### src/inc/gicr_defines.vh
// Purpose: Constants for the init configuration register bank
// Assumes: Included by the core files only
// Notes: Register selects are local codes; bus addressing is outside
`ifndef GICR_DEFINES_VH
`define GICR_DEFINES_VH
`define GICR_SEL_FOUR 2'h0
`define GICR_SEL_FIVE 2'h1
`define GICR_SEL_SIX 2'h2
`define GICR_FOUR_RESET 32'h00000001
`define GICR_FOUR_MASK 32'h0FFFFFFF
`define GICR_FIVE_WMASK 32'h0FFFBE19
`define GICR_SIX_WMASK 32'h3FFFFFFF
`define GICR_F5_RO_MASK 32'h000041E6
`define GICR_F4_WS 0
`define GICR_F4_RA 1
`define GICR_F5_STOP 0
`define GICR_F5_66 1
`define GICR_F5_W24 2
`define GICR_F5_GP1 4
`define GICR_F5_DSLV 11
`define GICR_F5_D16 12
`define GICR_F5_VSEL 13
`define GICR_F5_DUAL 14
`define GICR_F5_RSYNC 15
`define GICR_F5_FULL24 25
`define GICR_F5_GP1SEL 27
`define GICR_F6_MASTER 8
`define GICR_PIN_DRV_LO 2'h2
`define GICR_PIN_DRV_HI 2'h3
`define GICR_PIN_INTERNAL 2'h0
`define GICR_PIN_TRI 2'h1
`define GICR_SWAP_SLI 2'h3
`endif

### src/core/gicr_pin_ovr.v
// Purpose: One software override of a multiplexed pin
// Assumes: Control code from a register field
// Notes: Output registered
`include "gicr_defines.vh"
module gicr_pin_ovr #(
  parameter INT_MODE = 1
) (
  input wire i_core_clk,
  input wire i_resetn,
  input wire i_ce,
  input wire [1:0] i_ctl,
  input wire i_internal,
  input wire i_allow,
  output reg o_out,
  output reg o_oe
);
  always @(posedge i_core_clk or negedge i_resetn) begin
    if (!i_resetn) begin
      o_out <= 1'b0;
      o_oe <= 1'b0;
    end else if (i_ce) begin
      o_out <= i_ctl[0];
      o_oe <= i_allow & i_ctl[1];
      if (INT_MODE != 0 && i_ctl == `GICR_PIN_INTERNAL) begin
        o_out <= i_internal;
        o_oe <= i_allow;
      end
    end
  end
endmodule

### src/core/gicr_regs.v
// Purpose: Init configuration registers four, five and six
// Assumes: Decoded single-phase register access; strap inputs stable at reset release
// Notes: Writes act at once, outside the input FIFO path
`include "gicr_defines.vh"
// Notes on behaviour
// - Writes dropped unless write unlock bit set
// - Writes take effect immediately, bypassing FIFO
// - Bit zero selects one or two wait states
// - Bit one enables frame buffer read ahead
// - Spill when free space below low mark
// - Memory FIFO start row and rollover row
// - Stop disable bit loads strap at reset release
// - Strap copies read only except bits zero, three and four, caught at release
// - Two-bit field picks buffer memory layout
// - Drivers for slave clock and bit sixteen
// - Video clock select from bit thirteen and an input
// - Retrace reads synchronised when bit fifteen
// - Border edge enables and scan doubling
// - Full 24-bit or double-pumped DAC output
// - Sync inversion, gamma and interlace bits
// - General pin one source and drive gating
// - Active and drag counters for swap 1,2
// - Interleave master bit only for swap 3
// - General pin two, three, sync-in overrides
// - Sync-out, read, write strobe overrides
// - FIFO ready low from empty entries mark
module gicr_regs #(
  parameter FIFO_CNT_W = 7
) (
  input wire i_core_clk,
  input wire i_resetn,
  input wire i_ce,
  input wire i_config_write_unlock,
  input wire i_wr,
  input wire [1:0] i_sel,
  input wire [31:0] i_wdata,
  output reg [31:0] o_rdata,
  input wire [8:0] i_frame_mem_addr_b_straps,
  input wire i_sli_syncin_strap,
  input wire [1:0] i_swap_alg,
  input wire i_init_config_one_vsel,
  input wire [FIFO_CNT_W-1:0] i_pci_fifo_free,
  input wire i_gpio2_in,
  input wire i_gpio3_in,
  input wire i_sli_syncin_in,
  input wire i_sli_syncout_in,
  input wire i_dac_rd_in,
  input wire i_dac_wr_in,
  input wire i_sli_syncout_int,
  input wire i_dac_rd_int,
  input wire i_dac_wr_int,
  output reg o_read_two_ws,
  output reg o_read_ahead_en,
  output reg o_mem_fifo_spill,
  output reg [9:0] o_mem_fifo_start_row,
  output reg [9:0] o_mem_fifo_rollover_row,
  output reg o_stop_disable,
  output reg [1:0] o_buffer_alloc,
  output reg o_vid_clk_slave_oe,
  output reg o_dac_d16_oe,
  output reg [1:0] o_vclk_sel,
  output reg o_retrace_sync,
  output reg [3:0] o_border_en,
  output reg [1:0] o_scan_double,
  output reg o_gamma_en,
  output reg o_hsync_invert,
  output reg o_vsync_invert,
  output reg o_full24,
  output reg o_interlace,
  output reg o_gpio1_out,
  output reg o_gpio1_oe,
  output reg [2:0] o_active_cnt,
  output reg [4:0] o_drag_cnt,
  output reg o_sli_master,
  output reg o_fifo_rdy_n,
  output wire o_gpio2_out,
  output wire o_gpio2_oe,
  output wire o_gpio3_out,
  output wire o_gpio3_oe,
  output wire o_sli_syncin_out,
  output wire o_sli_syncin_oe,
  output wire o_sli_syncout_out,
  output wire o_sli_syncout_oe,
  output wire o_dac_rd_out,
  output wire o_dac_rd_oe,
  output wire o_dac_wr_out,
  output wire o_dac_wr_oe
);
  // ********************************
  // Storage and strap capture
  // ********************************
  reg [31:0] four_q;
  reg [31:0] five_q;
  reg [31:0] six_q;
  reg strap_done_q;
  wire wr_ok = i_ce & i_wr & i_config_write_unlock;
  wire [31:0] strap_bits = {17'h00000, i_sli_syncin_strap, 5'h00, i_frame_mem_addr_b_straps};

  always @(posedge i_core_clk or negedge i_resetn) begin
    if (!i_resetn) begin
      strap_done_q <= 1'b0;
    end else if (i_ce) begin
      strap_done_q <= 1'b1;
    end
  end

  always @(posedge i_core_clk or negedge i_resetn) begin
    if (!i_resetn) begin
      four_q <= `GICR_FOUR_RESET;
      five_q <= 32'h00000000;
      six_q <= 32'h00000000;
    end else if (i_ce) begin
      if (!strap_done_q) begin
        five_q <= strap_bits & (`GICR_F5_RO_MASK | 32'h00000019);
      end else if (wr_ok) begin
        case (i_sel)
          `GICR_SEL_FOUR: four_q <= i_wdata & `GICR_FOUR_MASK;
          `GICR_SEL_FIVE: five_q <= (five_q & `GICR_F5_RO_MASK) | (i_wdata & `GICR_FIVE_WMASK);
          `GICR_SEL_SIX: six_q <= i_wdata & `GICR_SIX_WMASK;
          default: four_q <= four_q;
        endcase
      end
    end
  end

  // ********************************
  // Pin overrides
  // ********************************
  wire allow16 = ~five_q[`GICR_F5_W24];
  gicr_pin_ovr #(
    .INT_MODE(0)
  ) u_gp2 (
    .i_core_clk(i_core_clk),
    .i_resetn(i_resetn),
    .i_ce(i_ce),
    .i_ctl(six_q[10:9]),
    .i_internal(1'b0),
    .i_allow(allow16),
    .o_out(o_gpio2_out),
    .o_oe(o_gpio2_oe)
  );

  gicr_pin_ovr #(
    .INT_MODE(0)
  ) u_gp3 (
    .i_core_clk(i_core_clk),
    .i_resetn(i_resetn),
    .i_ce(i_ce),
    .i_ctl(six_q[12:11]),
    .i_internal(1'b0),
    .i_allow(allow16),
    .o_out(o_gpio3_out),
    .o_oe(o_gpio3_oe)
  );

  gicr_pin_ovr #(
    .INT_MODE(0)
  ) u_sin (
    .i_core_clk(i_core_clk),
    .i_resetn(i_resetn),
    .i_ce(i_ce),
    .i_ctl(six_q[14:13]),
    .i_internal(1'b0),
    .i_allow(1'b1),
    .o_out(o_sli_syncin_out),
    .o_oe(o_sli_syncin_oe)
  );

  gicr_pin_ovr #(
    .INT_MODE(1)
  ) u_sout (
    .i_core_clk(i_core_clk),
    .i_resetn(i_resetn),
    .i_ce(i_ce),
    .i_ctl(six_q[16:15]),
    .i_internal(i_sli_syncout_int),
    .i_allow(1'b1),
    .o_out(o_sli_syncout_out),
    .o_oe(o_sli_syncout_oe)
  );

  gicr_pin_ovr #(
    .INT_MODE(1)
  ) u_rd (
    .i_core_clk(i_core_clk),
    .i_resetn(i_resetn),
    .i_ce(i_ce),
    .i_ctl(six_q[18:17]),
    .i_internal(i_dac_rd_int),
    .i_allow(1'b1),
    .o_out(o_dac_rd_out),
    .o_oe(o_dac_rd_oe)
  );

  gicr_pin_ovr #(
    .INT_MODE(1)
  ) u_wr (
    .i_core_clk(i_core_clk),
    .i_resetn(i_resetn),
    .i_ce(i_ce),
    .i_ctl(six_q[20:19]),
    .i_internal(i_dac_wr_int),
    .i_allow(1'b1),
    .o_out(o_dac_wr_out),
    .o_oe(o_dac_wr_oe)
  );

  // ********************************
  // Read back
  // ********************************
  reg [31:0] rd_d;
  always @* begin
    rd_d = 32'h00000000;
    case (i_sel)
      `GICR_SEL_FOUR: rd_d = four_q;
      `GICR_SEL_FIVE: rd_d = five_q;
      `GICR_SEL_SIX: begin
        rd_d = six_q;
        rd_d[10:9] = {2{i_gpio2_in}};
        rd_d[12:11] = {2{i_gpio3_in}};
        rd_d[14:13] = {2{i_sli_syncin_in}};
        rd_d[16:15] = {2{i_sli_syncout_in}};
        rd_d[18:17] = {2{i_dac_rd_in}};
        rd_d[20:19] = {2{i_dac_wr_in}};
      end
      default: rd_d = 32'h00000000;
    endcase
  end

  // ********************************
  // Decoded controls
  // ********************************
  wire [6:0] mark6 = {1'b0, four_q[7:2]};
  wire [7:0] free8 = {{(8-FIFO_CNT_W){1'b0}}, i_pci_fifo_free};
  wire swap12 = (i_swap_alg == 2'h1) | (i_swap_alg == 2'h2);
  always @(posedge i_core_clk or negedge i_resetn) begin
    if (!i_resetn) begin
      o_rdata <= 32'h00000000;
      o_read_two_ws <= 1'b1;
      o_read_ahead_en <= 1'b0;
      o_mem_fifo_spill <= 1'b0;
      o_mem_fifo_start_row <= 10'h000;
      o_mem_fifo_rollover_row <= 10'h000;
    end else if (i_ce) begin
      o_rdata <= rd_d;
      o_read_two_ws <= four_q[`GICR_F4_WS];
      o_read_ahead_en <= four_q[`GICR_F4_RA];
      o_mem_fifo_spill <= ({1'b0, free8[6:0]} < {1'b0, mark6});
      o_mem_fifo_start_row <= four_q[17:8];
      o_mem_fifo_rollover_row <= four_q[27:18];
    end
  end

  // ********************************
  // Register five controls
  // ********************************
  always @(posedge i_core_clk or negedge i_resetn) begin
    if (!i_resetn) begin
      o_stop_disable <= 1'b0;
      o_buffer_alloc <= 2'h0;
      o_vid_clk_slave_oe <= 1'b0;
      o_dac_d16_oe <= 1'b0;
      o_vclk_sel <= 2'h0;
      o_retrace_sync <= 1'b0;
      o_border_en <= 4'h0;
      o_scan_double <= 2'h0;
      o_gamma_en <= 1'b0;
      o_hsync_invert <= 1'b0;
      o_vsync_invert <= 1'b0;
      o_full24 <= 1'b0;
      o_interlace <= 1'b0;
      o_gpio1_out <= 1'b0;
      o_gpio1_oe <= 1'b0;
    end else if (i_ce) begin
      o_stop_disable <= five_q[`GICR_F5_STOP];
      o_buffer_alloc <= five_q[10:9];
      o_vid_clk_slave_oe <= five_q[`GICR_F5_DSLV];
      o_dac_d16_oe <= five_q[`GICR_F5_D16] & ~five_q[`GICR_F5_FULL24];
      o_vclk_sel <= {five_q[`GICR_F5_VSEL], i_init_config_one_vsel};
      o_retrace_sync <= five_q[`GICR_F5_RSYNC];
      o_border_en <= five_q[19:16];
      o_scan_double <= five_q[21:20];
      o_gamma_en <= five_q[22];
      o_hsync_invert <= five_q[23];
      o_vsync_invert <= five_q[24];
      o_full24 <= five_q[`GICR_F5_FULL24];
      o_interlace <= five_q[26];
      o_gpio1_out <= five_q[`GICR_F5_GP1SEL] ? five_q[`GICR_F5_GP1] : i_gpio3_in;
      o_gpio1_oe <= ~five_q[`GICR_F5_W24];
    end
  end

  // ********************************
  // Register six controls
  // ********************************
  always @(posedge i_core_clk or negedge i_resetn) begin
    if (!i_resetn) begin
      o_active_cnt <= 3'h0;
      o_drag_cnt <= 5'h00;
      o_sli_master <= 1'b0;
      o_fifo_rdy_n <= 1'b1;
    end else if (i_ce) begin
      o_active_cnt <= swap12 ? six_q[2:0] : 3'h0;
      o_drag_cnt <= swap12 ? six_q[7:3] : 5'h00;
      o_sli_master <= (i_swap_alg == `GICR_SWAP_SLI) & six_q[`GICR_F6_MASTER];
      o_fifo_rdy_n <= ~(free8 >= {1'b0, six_q[27:21]});
    end
  end
endmodule

### config.mk
export PLATFORM = sky130hd
export DESIGN_NAME = gicr_regs
export DESIGN_NICKNAME = d
export VERILOG_FILES = /design/src/core/gicr_pin_ovr.v /design/src/core/gicr_regs.v
export VERILOG_INCLUDE_DIRS = /design/src /design/src/inc
export SDC_FILE = /design/constraint.sdc
export NUM_CORES = 1
export LEC_CHECK = 0
export ABC_CLOCK_PERIOD_IN_PS = 4700
export BUFFER_PORTS_ARGS = -buffer_cell sky130_fd_sc_hd__buf_2
export CAP_MARGIN = 20
export CELL_PAD_IN_SITES_DETAIL_PLACEMENT = 1
export CELL_PAD_IN_SITES_GLOBAL_PLACEMENT = 2
export CORE_MARGIN = 2
export CORE_UTILIZATION = 40
export CTS_BUF_LIST = sky130_fd_sc_hd__clkbuf_4 sky130_fd_sc_hd__clkbuf_8
export CTS_CLUSTER_DIAMETER = 60
export DETAILED_ROUTE_END_ITERATION = 10
export MAX_ROUTING_LAYER = met4
export PLACE_DENSITY = 0.84
export SYNTH_ARGS = -nofsm -noshare
export SYNTH_HDL_FRONTEND = slang
export SYNTH_SLANG_ARGS = --single-unit
### constraint.sdc
create_clock -name i_core_clk -period 4.7 [get_ports i_core_clk]
set_input_delay 0.705 -clock i_core_clk [delete_from_list [all_inputs] [get_ports i_core_clk]]
set_output_delay 0.705 -clock i_core_clk [all_outputs]
set_load 0.01 [all_outputs]
==> impl_results.md, run 1 <==
- Count of hold-fix buffers inserted at cts: 0
- Worst rel slew slack: 0.317
- CP dominant cell by count: sky130_fd_sc_hd__nor2b_4
- Main synth FF type: sky130_fd_sc_hd__dfrtp_1
- Number of cell rows: 50
- Antenna violations before repair: 2
- First DRT Iteration DRCs: 233
- Final setup margin: 2.12 ns
- RePlAce Congestion: 0.771
- Capturing element type of the critical path: register
- Final clock period utilization by the worst path: 0.549
- Global route total overflow: 0
- Final critical delay including setup and external delays: 2.58 ns
- GRT Total Usage: 0.212
- Starting density of the core: 0.409
- Top cell types by occurrence after synthesis: sky130_fd_sc_hd__dfrtp_1 (180), sky130_fd_sc_hd__mux2_2 (92), sky130_fd_sc_hd__nor2_1 (65)
- Top post-synthesis cells by area: sky130_fd_sc_hd__dfrtp_1 (59%), sky130_fd_sc_hd__mux2_2 (14%), sky130_fd_sc_hd__a21oi_1 (4.2%)
- Via density: 5.23
- Max clock buf depth: 2
- PD cells: 434 nW/um2
- CTS Buf Count: 17
- Routed length on met1: 9.26 mm
- Combinational family with the most area after synthesis: multiplexers
- Worst-Margin Slew: 1.02 ns
- Number of warning messages in the yosys log: 0
- Number of clock sinks seen by CTS: 183
- Clock tree from TritonCTS: built
- Clk pin slew, worst setup/hold paths: 0.09 ns
- Signed area change from the synthesized netlist to the final layout: 17.4%
- Compound-cell area share of the yosys netlist: 0.101
- DR top layer: met4
- Critical Path Fanout Max: 32
- DRC violation count after routing: 0
- Total Nets Final: 847
- Register-to-register setup slack: 2.60 ns
- Clock Root Buffer: sky130_fd_sc_hd__clkbuf_8
- Upper clock frequency limit: 387 MHz
- Post-placement worst setup slack: 1.61 ns
- Xor and xnor area share after synthesis: 0
- RSZ-0062 raised after global routing: false
- Start-to-end type of the worst setup path: input port to register
- Filler Cells Inserted: 2,033
- Core Footprint: 18,800 um2
- Post-synthesis instance area: 7670 um2
- Number of endpoints with negative hold slack in the final report: 0
- Largest vdd supply drop: 0.208 mV
- Post-synth EDFFs: 0
- Largest net degree at the start of global routing: 116
- H-tree depth: 4
- Wire length of the first global-routing pass: 32.2 mm
- Run status: finished, final reports clean
- Launching element of the worst setup path: i_sel[1]
- Clock latency on the worst-skew pair: 0.45 ns
- Reg area: 4580 um2
- Top cell type by total area after synthesis: sky130_fd_sc_hd__dfrtp_1
- Worst Reg2Reg Path Length in Cells: 4
- Crit path to: six_q[0]
- Die height: 142 um
- Total area of multi-input combinational cells: 2800 um2
- Setup-failing EPs final: 0
- Worst reg2reg startpoint: strap_done_q
- Ratio of cells with drive above 1 in the final layout: 0.389
- Via count of the first global-routing pass: 5,808
- Met2 routed wirelength: 9.72 mm
- Ys async rst share: 1.00
- Met3 wire len: 1.06 mm
- Cell area after layout: 9010 um2
- Number of buffers added for setup after CTS: 0
- Share of synthesized area spent on multiplexers: 0.181
- Final Slew Violations: 0
- Max_cap viols: 0
- Most repeated cell in the gate-level netlist after synthesis: sky130_fd_sc_hd__dfrtp_1
- Required time at the endpoint of the critical path: 5.04 ns
- Die area: 20,300 um2
- Overall die width: 142 um
- Sort of element at the start of the critical path: input port
- Total wire length: 20.2 mm
- Classification of the worst-slack hold path: input port to async pin
- Accumulated negative setup slack: 0 ns
- Number of instances in the synthesized netlist: 613
- Leakage power: 0.00441 uW
- Sequential share of the synthesized area: 0.597
- Overall power: 3910 uW
- FF+latch count, synth: 183
- Fraction of the mapped netlist area in simple logic gates: 0.0602
- Detail-routed net length per standard cell: 20.0 um
- Stage delay of the slowest cell on the critical path: 0.64 ns
- Quantity of gates resized following cts: 0
- Worst Clk Skew: 0.0107 ns
- R2R Path End: six_q[0]
- Arrival time at the worst endpoint: 2.92 ns
- Final core occ: 0.480
- Worst-path cell with the longest stage delay: sky130_fd_sc_hd__buf_2
- Half-perimeter wire length after placement: 13.9 mm
- Count of vias placed by the detailed router: 5,302
- Post-synthesis area per instance: 12.5 um2
- Placed inst area: 8660 um2
- DR pass1 iterations: 4
- Unique masters post-synth: 37
- Post-DRT Antenna Nets: 0
- Port Buffers: 161
- # IOs: 166
- Cell Chain, Critical Path: buf_2 -> nor2b_4 -> nor2b_4 -> buf_4 -> mux2_2
- Top cell type's share of synthesized area: 0.587
- Adder and majority cell fraction of the synthesized area: 0.0212
-- cells by family (layout without fill, tap and decap cells) --
logic type / count (synthesis) / after routing
AOI/OAI and AO/OA: 128 / 128
adders and majority gates: 13 / 13
buffers and inverters: 61 / 225
DFF: 183 / 183
muxes: 127 / 127
other: 1 / 4
and+or+nand+nor: 100 / 100
-- cells in the final DEF (no fill, tap or decap), types with 2 or more instances in the layout --
cell / n
sky130_fd_sc_hd__clkinv_2: 3
sky130_fd_sc_hd__a31oi_1: 3
sky130_fd_sc_hd__clkbuf_8: 19
sky130_fd_sc_hd__a21oi_1: 64
sky130_fd_sc_hd__clkinv_4: 4
sky130_fd_sc_hd__and4b_1: 2
sky130_fd_sc_hd__mux2_1: 3
sky130_fd_sc_hd__diode_2: 2
sky130_fd_sc_hd__inv_1: 22
sky130_fd_sc_hd__nand3_1: 4
sky130_fd_sc_hd__buf_4: 11
sky130_fd_sc_hd__a21o_1: 2
sky130_fd_sc_hd__dfrtp_1: 180
sky130_fd_sc_hd__buf_2: 159
sky130_fd_sc_hd__conb_1: 2
sky130_fd_sc_hd__dfstp_2: 3
sky130_fd_sc_hd__mux2i_1: 32
sky130_fd_sc_hd__ha_1: 13
sky130_fd_sc_hd__nor2b_4: 2
sky130_fd_sc_hd__nor2_1: 65
sky130_fd_sc_hd__a22o_1: 29
sky130_fd_sc_hd__a211oi_1: 2
sky130_fd_sc_hd__mux2_2: 92
sky130_fd_sc_hd__nand2_1: 20
sky130_fd_sc_hd__clkinvlp_4: 2
sky130_fd_sc_hd__o21ai_0: 24
sky130_fd_sc_hd__clkbuf_4: 3
-- power breakdown --
part           total [uW]  leakage, uW  switching [uW]  internal [uW]
combinational         848      0.00198             436            412
sequential           2100      0.00225             204           1890
clock                 965     0.000178             567            398
total                3910      0.00441            1210           2700
-- per-layer routing --
layer,GRT usage,up-vias
li1,-,2444
met1,0.272,2722
met2,0.336,124
met3,0.0538,12
met4,0.0578,0
met5,-,-
-- final cells by class --
cell class              instances  area share
well taps                     234      0.0325
multi-input cells             370       0.311
diodes                          2    0.000555
clock inverters                10     0.00847
flip-flops and latches        183       0.509
clock buffers                  21      0.0300
inverters                      23     0.00958
repair buffers                171      0.0990
-- worst min-delay path by stage --
stage	startpoint	endpoint	slack [ns]	cells after the start
CTS	i_resetn	five_q[6]	0.40	1
finish	i_resetn	five_q[6]	0.36	1
global placement	five_q[3]	five_q[3]	0.47	2
floorplan	i_resetn	five_q[0]	0.41	0
global route	i_wdata[28]	six_q[28]	0.43	2
detailed placement	six_q[28]	six_q[28]	0.48	1
-- through the flow --
step | std cells | hold WS, ns
2_1_floorplan | 614 | 0.409
3_3_place_gp | 981 | 0.472
3_5_place_dp | 981 | 0.477
4_1_cts | 1012 | 0.400
5_1_grt | 1014 | 0.431
6_report | 1014 | 0.358
-- registers in the layout, indices dropped and copies added (netlist names), 2 cells and up --
register and flops:
o_scan_double 2, o_border_en 4, o_active_cnt 3, o_rdata 30, o_vclk_sel 2, four_q 28, o_mem_fifo_rollover_row 10, o_buffer_alloc 2
o_mem_fifo_start_row 10, o_drag_cnt 5, five_q 28, six_q 30
-- critical path, delay by kind of cell --
family        cells  cell delay, ns
mux               1            0.38
simple gates      2            0.76
buf+inv           2            1.05
No activity file was read; power rests on OpenSTA's default activity.
==> inputs of run 2 (changes only) <==
--- a/config.mk
+++ b/config.mk
@@ -6,18 +6,19 @@
 export SDC_FILE = /design/constraint.sdc
 export NUM_CORES = 1
 export LEC_CHECK = 0
-export ABC_CLOCK_PERIOD_IN_PS = 4700
+export ABC_AREA = 1
+export ABC_CLOCK_PERIOD_IN_PS = 2300
 export BUFFER_PORTS_ARGS = -buffer_cell sky130_fd_sc_hd__buf_2
 export CAP_MARGIN = 20
 export CELL_PAD_IN_SITES_DETAIL_PLACEMENT = 1
 export CELL_PAD_IN_SITES_GLOBAL_PLACEMENT = 2
 export CORE_MARGIN = 2
-export CORE_UTILIZATION = 40
+export CORE_UTILIZATION = 30
 export CTS_BUF_LIST = sky130_fd_sc_hd__clkbuf_4 sky130_fd_sc_hd__clkbuf_8
 export CTS_CLUSTER_DIAMETER = 60
 export DETAILED_ROUTE_END_ITERATION = 10
 export MAX_ROUTING_LAYER = met4
-export PLACE_DENSITY = 0.84
+export PLACE_DENSITY = 0.75
 export SYNTH_ARGS = -nofsm -noshare
 export SYNTH_HDL_FRONTEND = slang
 export SYNTH_SLANG_ARGS = --single-unit
==> constraint.sdc (replaced) <==
create_clock -name i_core_clk -period 2.3 [get_ports i_core_clk]
set_input_delay 0.345 -clock i_core_clk [delete_from_list [all_inputs] [get_ports i_core_clk]]
set_output_delay 0.345 -clock i_core_clk [all_outputs]
set_load 0.01 [all_outputs]
==> impl_results.md, run 2 <==
- Run status: finished, final reports clean
- Final clock period utilization by the worst path: 0.687
- Post-synthesis area per instance: 8.57 um2 (-32%)
- Setup-failing EPs final: 0 (unchanged)
- PD cells: 841 nW/um2 (+94%)
- Clk pin slew, worst setup/hold paths: 0.11 ns (+0.02 ns)
- Final critical delay including setup and external delays: 1.58 ns
- H-tree depth: 4 (unchanged)
- Post-synthesis instance area: 7860 um2 (+2.4%)
- Stage delay of the slowest cell on the critical path: 0.43 ns (-0.21 ns)
- Post-DRT Antenna Nets: 0 (unchanged)
- Unique masters post-synth: 28 (-24%)
- Sequential share of the synthesized area: 0.583 (-0.0139)
- Capturing element type of the critical path: register
- Most common cell after layout, fill and taps aside: sky130_fd_sc_hd__nand2_1
- Wire length of the first global-routing pass: 37.9 mm (+18%)
- Required time at the endpoint of the critical path: 2.66 ns (-2.38 ns)
- Clock latency on the worst-skew pair: 0.46 ns (about the same)
- Classification of the worst-slack hold path: input port to register
- Arrival time at the worst endpoint: 1.94 ns (-0.98 ns)
- # IOs: 166 (unchanged)
- Via count of the first global-routing pass: 6,698 (+15%)
- Via density: 4.52 (-14%)
- FF+latch count, synth: 183 (unchanged)
- Global-route track usage on met2: 0.281 (-0.0552)
- Ratio of cells with drive above 1 in the final layout: 0.212 (-0.177)
- Max_cap viols: 0 (unchanged)
- Most repeated cell in the gate-level netlist after synthesis: sky130_fd_sc_hd__nand2_1
- Cell Chain, Critical Path: inv_2 -> nand2_2 -> buf_4 -> mux2_2
- Worst-path cell with the longest stage delay: sky130_fd_sc_hd__dfrtp_1
- Max clock buf depth: 2 (unchanged)
- DR pass1 iterations: 4 (unchanged)
- Number of cell rows: 59 (+18%)
- Top cell type's share of synthesized area: 0.573 (-0.0137)
- Number of warning messages in the yosys log: 0 (unchanged)
- Worst Clk Skew: 0.0153 ns (+0.00453 ns)
- Starting density of the core: 0.303 (-0.106)
- Accumulated negative setup slack: 0 ns (unchanged)
- RSZ-0062 raised after global routing: false
- Main synth FF type: sky130_fd_sc_hd__dfrtp_1
- Leakage power: 0.00520 uW (+18%)
- Number of clock sinks seen by CTS: 183 (unchanged)
- Commonest cells after routing, fill and taps aside: sky130_fd_sc_hd__nand2_1 (438), sky130_fd_sc_hd__dfrtp_1 (180), sky130_fd_sc_hd__buf_2 (159)
- Total wire length: 23.5 mm (+16%)
- Sort of element at the start of the critical path: register
- Worst rel slew slack: 0.571 (+0.254)
- Die area: 27,500 um2 (+35%)
- Grt met1 use: 0.253 (-0.0186)
- Signed area change from the synthesized netlist to the final layout: 19.8%
- Antenna violations before repair: 1 (-1)
- Top post-synthesis cells by area: sky130_fd_sc_hd__dfrtp_1 (57%), sky130_fd_sc_hd__nand2_1 (21%), sky130_fd_sc_hd__nand3_1 (3.8%)
- Upper clock frequency limit: 633 MHz
- Non-filler cells, final: 1,415 (+40%)
- Final Slew Violations: 0 (unchanged)
- GRT Total Usage: 0.181 (-0.0304)
- Post-synth EDFFs: 0 (unchanged)
- Top cell types by occurrence after synthesis: sky130_fd_sc_hd__nand2_1 (438), sky130_fd_sc_hd__dfrtp_1 (180), sky130_fd_sc_hd__nand3_1 (60)
- Start-to-end type of the worst setup path: register to register
- Final core occ: 0.363 (-0.117)
- Count of vias placed by the detailed router: 6,390 (+21%)
- Port Buffers: 161 (unchanged)
- Number of endpoints with negative hold slack in the final report: 0 (unchanged)
- Total Nets Final: 1,146 (+35%)
- Largest vdd supply drop: 0.358 mV (+72%)
- Critical Path Fanout Max: 11 (-66%)
- Global routing's busiest layer: met2
- Clock Root Buffer: sky130_fd_sc_hd__clkbuf_8
- Filler Cells Inserted: 3,168 (+56%)
- Registers with the highest flip-flop counts: o_rdata (30), six_q (30)
- Detail-routed net length per standard cell: 16.6 um (-17%)
- Global route total overflow: 0 (unchanged)
- CTS Buf Count: 17 (unchanged)
- Number of instances in the synthesized netlist: 917 (+50%)
- Largest net degree at the start of global routing: 103 (-11%)
- Quantity of gates resized following cts: 0 (unchanged)
- Core Footprint: 25,900 um2 (+38%)
- Half-perimeter wire length after placement: 16.1 mm (+15%)
- Overall die width: 166 um (+16%)
- Cell area after layout: 9410 um2 (+4.4%)
- Clock tree from TritonCTS: built
- DRC violation count after routing: 0 (unchanged)
- Worst-Margin Slew: 0.643 ns (-0.380 ns)
- Met3 routing resource usage after global routing: 0.0288 (-0.0250)
- Die height: 166 um (+16%)
- Count of placed standard cells including taps: 1,380 (+41%)
- First DRT Iteration DRCs: 307 (+32%)
- Top cell type by total area after synthesis: sky130_fd_sc_hd__dfrtp_1
- Placed inst area: 8990 um2 (+3.8%)
- Ys async rst share: 1.00 (unchanged)
- RePlAce Congestion: 0.741 (-3.8%)
[run 2: cell count changes after synthesis, moves of 23 or more]
| cell | delta |
|---|---|
| sky130_fd_sc_hd__nand2_1 | +418 |
| sky130_fd_sc_hd__mux2_2 | -86 |
| sky130_fd_sc_hd__a21oi_1 | -57 |
| sky130_fd_sc_hd__nand3_1 | +56 |
| sky130_fd_sc_hd__nor2_1 | -49 |
| sky130_fd_sc_hd__mux2i_1 | -32 |
| sky130_fd_sc_hd__inv_1 | +31 |
| sky130_fd_sc_hd__a22o_1 | -28 |
| sky130_fd_sc_hd__o21ai_1 | +25 |
| sky130_fd_sc_hd__o21ai_0 | +23 |
[run 2: where the power goes]
part	internal, uW	total, uW	switching, uW
sequential	3770	4150	379
clock	939	2270	1330
combinational	596	1490	898
[run 2: timing repair]
item                      CTS  global route
hold buffers                1             0
hold endpoints to repair   30             0
buffers inserted            0             0
[run 2: per-stage QoR]
| stage | setup slack, ns | hold WS [ns] | total power (uW) |
|---|---|---|---|
| after global routing | 0.644 | 0.0609 | 8450 |
| final | 0.720 | 0.0866 | 7910 |
| after detailed placement | 0.474 | 0.292 | 5750 |
| after CTS | 0.696 | 0.0476 | 8060 |
| after global placement | 0.535 | 0.294 | 5700 |
| after floorplan | 1.12 | 0.0494 | 4990 |
[run 2: final timing paths]
path / from / to / slack [ns] / depth (start not counted)
setup / recovery: strap_done_q / five_q[14] / 0.72 / 4
hold / removal: i_wdata[12] / five_q[12] / 0.09 / 3
setup reg to reg: strap_done_q / five_q[14] / 0.72 / 4
hold reg to reg: o_read_two_ws / o_read_two_ws / 0.47 / 2
max in group asynchronous: i_resetn / o_rdata[10] / 1.23 / 3
min in group asynchronous: i_resetn / six_q[7] / 0.35 / 2
[run 2: worst max-delay path: cells and delay by family (launching register included)]
kind / cells / cell delay (ns)
buffers and inverters: 2 / 0.43
DFF: 1 / 0.43
muxes: 1 / 0.35
and+or+nand+nor: 1 / 0.28
[run 2: routing by layer]
| metal | vias up | part of all wire |
|---|---|---|
| met5 | - | 0 |
| met4 | 0 | 0.0079 |
| met3 | 11 | 0.031 |
| met2 | 117 | 0.46 |
| met1 | 3094 | 0.50 |
| li1 | 3168 | - |
[run 2: kinds of logic (layout without fill, tap and decap cells)]
kind of cell / after synthesis / count (layout) / synth area share
adders and majority gates: 13 / 13 / 0.0207
AOI/OAI and AO/OA: 88 / 88 / 0.0586
buffers and inverters: 105 / 265 / 0.0626
muxes: 6 / 6 / 0.00860
other: 1 / 4 / 0.000477
and+or+nand+nor: 521 / 521 / 0.266
DFF: 183 / 183 / 0.583
[run 2: final cells by class]
| cell class | instances | area [um2] | area share |
|---|---|---|---|
| sequential | 183 | 4580 | 0.487 |
| multi-input combinational | 630 | 2800 | 0.297 |
| timing repair buffer | 176 | 982 | 0.104 |
| tap | 335 | 419 | 0.0445 |
| clock buffer | 18 | 248 | 0.0263 |
| inverter | 57 | 219 | 0.0233 |
| clock inverter | 14 | 156 | 0.0166 |
| antenna | 2 | 5.00 | 0.000532 |
==> inputs of run 3 (changes only) <==
--- a/config.mk
+++ b/config.mk
@@ -6,19 +6,19 @@
 export SDC_FILE = /design/constraint.sdc
 export NUM_CORES = 1
 export LEC_CHECK = 0
-export ABC_AREA = 1
-export ABC_CLOCK_PERIOD_IN_PS = 2300
+export ABC_AREA = 0
+export ABC_CLOCK_PERIOD_IN_PS = 1600
 export BUFFER_PORTS_ARGS = -buffer_cell sky130_fd_sc_hd__buf_2
 export CAP_MARGIN = 20
 export CELL_PAD_IN_SITES_DETAIL_PLACEMENT = 1
 export CELL_PAD_IN_SITES_GLOBAL_PLACEMENT = 2
 export CORE_MARGIN = 2
-export CORE_UTILIZATION = 30
+export CORE_UTILIZATION = 37
 export CTS_BUF_LIST = sky130_fd_sc_hd__clkbuf_4 sky130_fd_sc_hd__clkbuf_8
 export CTS_CLUSTER_DIAMETER = 60
 export DETAILED_ROUTE_END_ITERATION = 10
 export MAX_ROUTING_LAYER = met4
-export PLACE_DENSITY = 0.75
+export PLACE_DENSITY = 0.79
 export SYNTH_ARGS = -nofsm -noshare
 export SYNTH_HDL_FRONTEND = slang
 export SYNTH_SLANG_ARGS = --single-unit
==> constraint.sdc (replaced) <==
create_clock -name i_core_clk -period 1.6 [get_ports i_core_clk]
set_input_delay 0.24 -clock i_core_clk [delete_from_list [all_inputs] [get_ports i_core_clk]]
set_output_delay 0.24 -clock i_core_clk [all_outputs]
set_load 0.01 [all_outputs]
==> impl_results.md, run 3 (synthesis results as in run 1) <==
- Run status: finished, final reports clean
- Internal: 8470 uW (+60%)
- Leakage power: 0.00464 uW (-11%)
- Upper clock frequency limit: 671 MHz (+6.1%)
- Sw Ratio: 0.304 (-0.0256)
- Starting density of the core: 0.378 (+0.0748)
- Number of cell rows: 52 (-12%)
- Crit path to: five_q[2]
- DR pass1 iterations: 4 (unchanged)
- Top delay family on crit path: flip-flops
- DRC violation count after routing: 0 (unchanged)
- Post-DRT Antenna Nets: 0 (unchanged)
- Final core occ: 0.470 (+0.107)
- Critical Path Fanout Max: 7 (-4)
- Count of placed standard cells including taps: 1,031 (-25%)
- CTS Buf Count: 17 (unchanged)
- Total Nets Final: 881 (-23%)
- Overall die width: 148 um (-11%)
- Worst Reg2Reg Path Length in Cells: 4 (unchanged)
- Max_cap viols: 0 (unchanged)
- DR top layer: met4
- Final Slew Violations: 0 (unchanged)
- Via count of the first global-routing pass: 6,014 (-10%)
- Via density: 5.09 (+13%)
- Required time at the endpoint of the critical path: 1.96 ns (-0.70 ns)
- Number of endpoints with negative hold slack in the final report: 0 (unchanged)
- Wire length of the first global-routing pass: 33.3 mm (-12%)
- Routed length on met1: 9.18 mm (-22%)
- Register-to-register setup slack: 0.11 ns (-0.61 ns)
- Largest net degree at the start of global routing: 88 (-15%)
- Setup-failing EPs final: 0 (unchanged)
- Met2 routed wirelength: 10.2 mm (-5.8%)
- Overall power: 12,200 uW (+54%)
- Part of the power in the clock network: 0.280 (-0.006)
- Clock tree from TritonCTS: built
- Capturing element type of the critical path: register
- Launching element of the worst setup path: strap_done_q
- Commonest cells after routing, fill and taps aside: sky130_fd_sc_hd__dfrtp_1 (180), sky130_fd_sc_hd__buf_2 (159), sky130_fd_sc_hd__mux2_2 (92)
- Number of clock sinks seen by CTS: 183 (unchanged)
- Classification of the worst-slack hold path: input port to register
- Antenna violations before repair: 2 (+1)
- Worst Clk Skew: 0.0148 ns (-0.000511 ns)
- Die area: 21,900 um2 (-20%)
- Cell Chain, Critical Path: buf_4 -> inv_1 -> nand2_1 -> mux2_2
- Registers with the highest flip-flop counts: o_rdata (30), six_q (30)
- Filler Cells Inserted: 2,195 (-31%)
- PD cells: 1270 nW/um2 (+51%)
- RePlAce Congestion: 0.809 (+9.1%)
- Stage delay of the slowest cell on the critical path: 0.40 ns (-0.03 ns)
- Max clock buf depth: 2 (unchanged)
- Critical path buffer and inverter count: 2 (unchanged)
- Clock Root Buffer: sky130_fd_sc_hd__clkbuf_8
- WHS Path Cells: 3 (unchanged)
- Clock latency on the worst-skew pair: 0.48 ns (+0.02 ns)
- GRT Total Usage: 0.203 (+0.0218)
- R2R Path End: five_q[2]
- Die height: 148 um (-11%)
- Proportion of power drawn by combinational gates: 0.212 (+0.023)
- Stages on the worst setup path: 4 (unchanged)
- RSZ-0062 raised after global routing: false
- Sort of element at the start of the critical path: register
- # IOs: 166 (unchanged)
- Worst reg2reg startpoint: strap_done_q
- Clk pin slew, worst setup/hold paths: 0.10 ns (about the same)
- Half-perimeter wire length after placement: 14.8 mm (-7.7%)
- Arrival time at the worst endpoint: 1.85 ns (-0.09 ns)
- Met3 wire len: 1.27 mm (+73%)
- Ratio of cells with drive above 1 in the final layout: 0.394 (+0.181)
- Non-filler cells, final: 1,085 (-23%)
- Start-to-end type of the worst setup path: register to register
- Port Buffers: 161 (unchanged)
- Detail-routed net length per standard cell: 19.3 um (+16%)
- Final clock period utilization by the worst path: 0.931 (+0.244)
- H-tree depth: 4 (unchanged)
- Accumulated negative setup slack: 0 ns (unchanged)
- Sequential group share of total power: 0.508 (-0.017)
- Largest vdd supply drop: 0.534 mV (+49%)
- Number of buffers added for setup after CTS: 0 (unchanged)
- First DRT Iteration DRCs: 238 (-22%)
- Signed area change from the synthesized netlist to the final layout: 24.4%
- Worst-path cell with the longest stage delay: sky130_fd_sc_hd__dfrtp_1
- Count of vias placed by the detailed router: 5,520 (-14%)
- Core Footprint: 20,300 um2 (-22%)
- Most common cell after layout, fill and taps aside: sky130_fd_sc_hd__dfrtp_1
- Total wire length: 21.0 mm (-11%)
- Global route total overflow: 0 (unchanged)
- Net load switching power: 3690 uW (+42%)
- Final critical delay including setup and external delays: 1.49 ns (-0.0903 ns)
## run 3: cell types whose count changed in the layout (fill, tap and decap cells not counted), moves of 32 or more
cell	delta
sky130_fd_sc_hd__a21oi_1	+57
sky130_fd_sc_hd__mux2_2	+86
sky130_fd_sc_hd__mux2i_1	+32
sky130_fd_sc_hd__nand2_1	-418
sky130_fd_sc_hd__nand3_1	-55
sky130_fd_sc_hd__nor2_1	+50
## run 3: how the worst min path moves through the flow
stage                      startpoint         end
after global routing      i_wdata[26]  five_q[26]
after CTS                  i_wdata[1]   four_q[1]
after global placement       i_resetn  o_rdata[6]
after floorplan              i_resetn   five_q[0]
after detailed placement     i_resetn  o_rdata[7]
final                      i_wdata[5]   four_q[5]
## run 3: layer usage
layer / vias to the layer above / GRT usage
li1: 2518 / -
met1: 2841 / 0.258
met2: 140 / 0.322
met3: 21 / 0.0565
met4: 0 / 0.0543
met5: - / -
## run 3: power by group through the flow
stage / sequential (uW) / clock [uW] / combinational (uW)
after floorplan: 6320 / 0 / 1250
after global routing: 6320 / 3700 / 2860
after CTS: 6190 / 3510 / 2600
after global placement: 6200 / 0 / 2460
final: 6180 / 3410 / 2580
after detailed placement: 6280 / 0 / 2560
## run 3: area by class of cell
class	count	area, um2	share of cell area
clock inverter	14	186	0.0195
multi-input combinational	370	2820	0.295
tap	270	338	0.0354
timing repair buffer	205	1280	0.135
inverter	23	86.3	0.00904
antenna	2	5.00	0.000524
clock buffer	18	248	0.0259
sequential	183	4580	0.480
## run 3: per-stage QoR
stage | worst slack [ns] | instance area [um2] | hold slack, ns
final | 0.110 | 9550 | 0.0182
after global routing | 0.0330 | 9550 | 0.00279
after CTS | 0.0796 | 9500 | 0.000000694
after detailed placement | 0.103 | 8900 | 0.186
after global placement | 0.144 | 8900 | 0.182
after floorplan | 0.102 | 7680 | -0.0556
## run 3: timing repair
| item | CTS | global route |
|---|---|---|
| endpoints found under the setup margin | 0 | 2 |
| resized for setup | 0 | 3 |
| endpoints found under the hold margin | 50 | 3 |
| hold buffers | 17 | 3 |
## run 3: worst register-to-register path, cell delays in order (launching register included)
cell and delay, ns:
sky130_fd_sc_hd__dfrtp_1 0.40, sky130_fd_sc_hd__buf_4 0.17, sky130_fd_sc_hd__inv_1 0.08, sky130_fd_sc_hd__nand2_1 0.34, sky130_fd_sc_hd__mux2_2 0.39
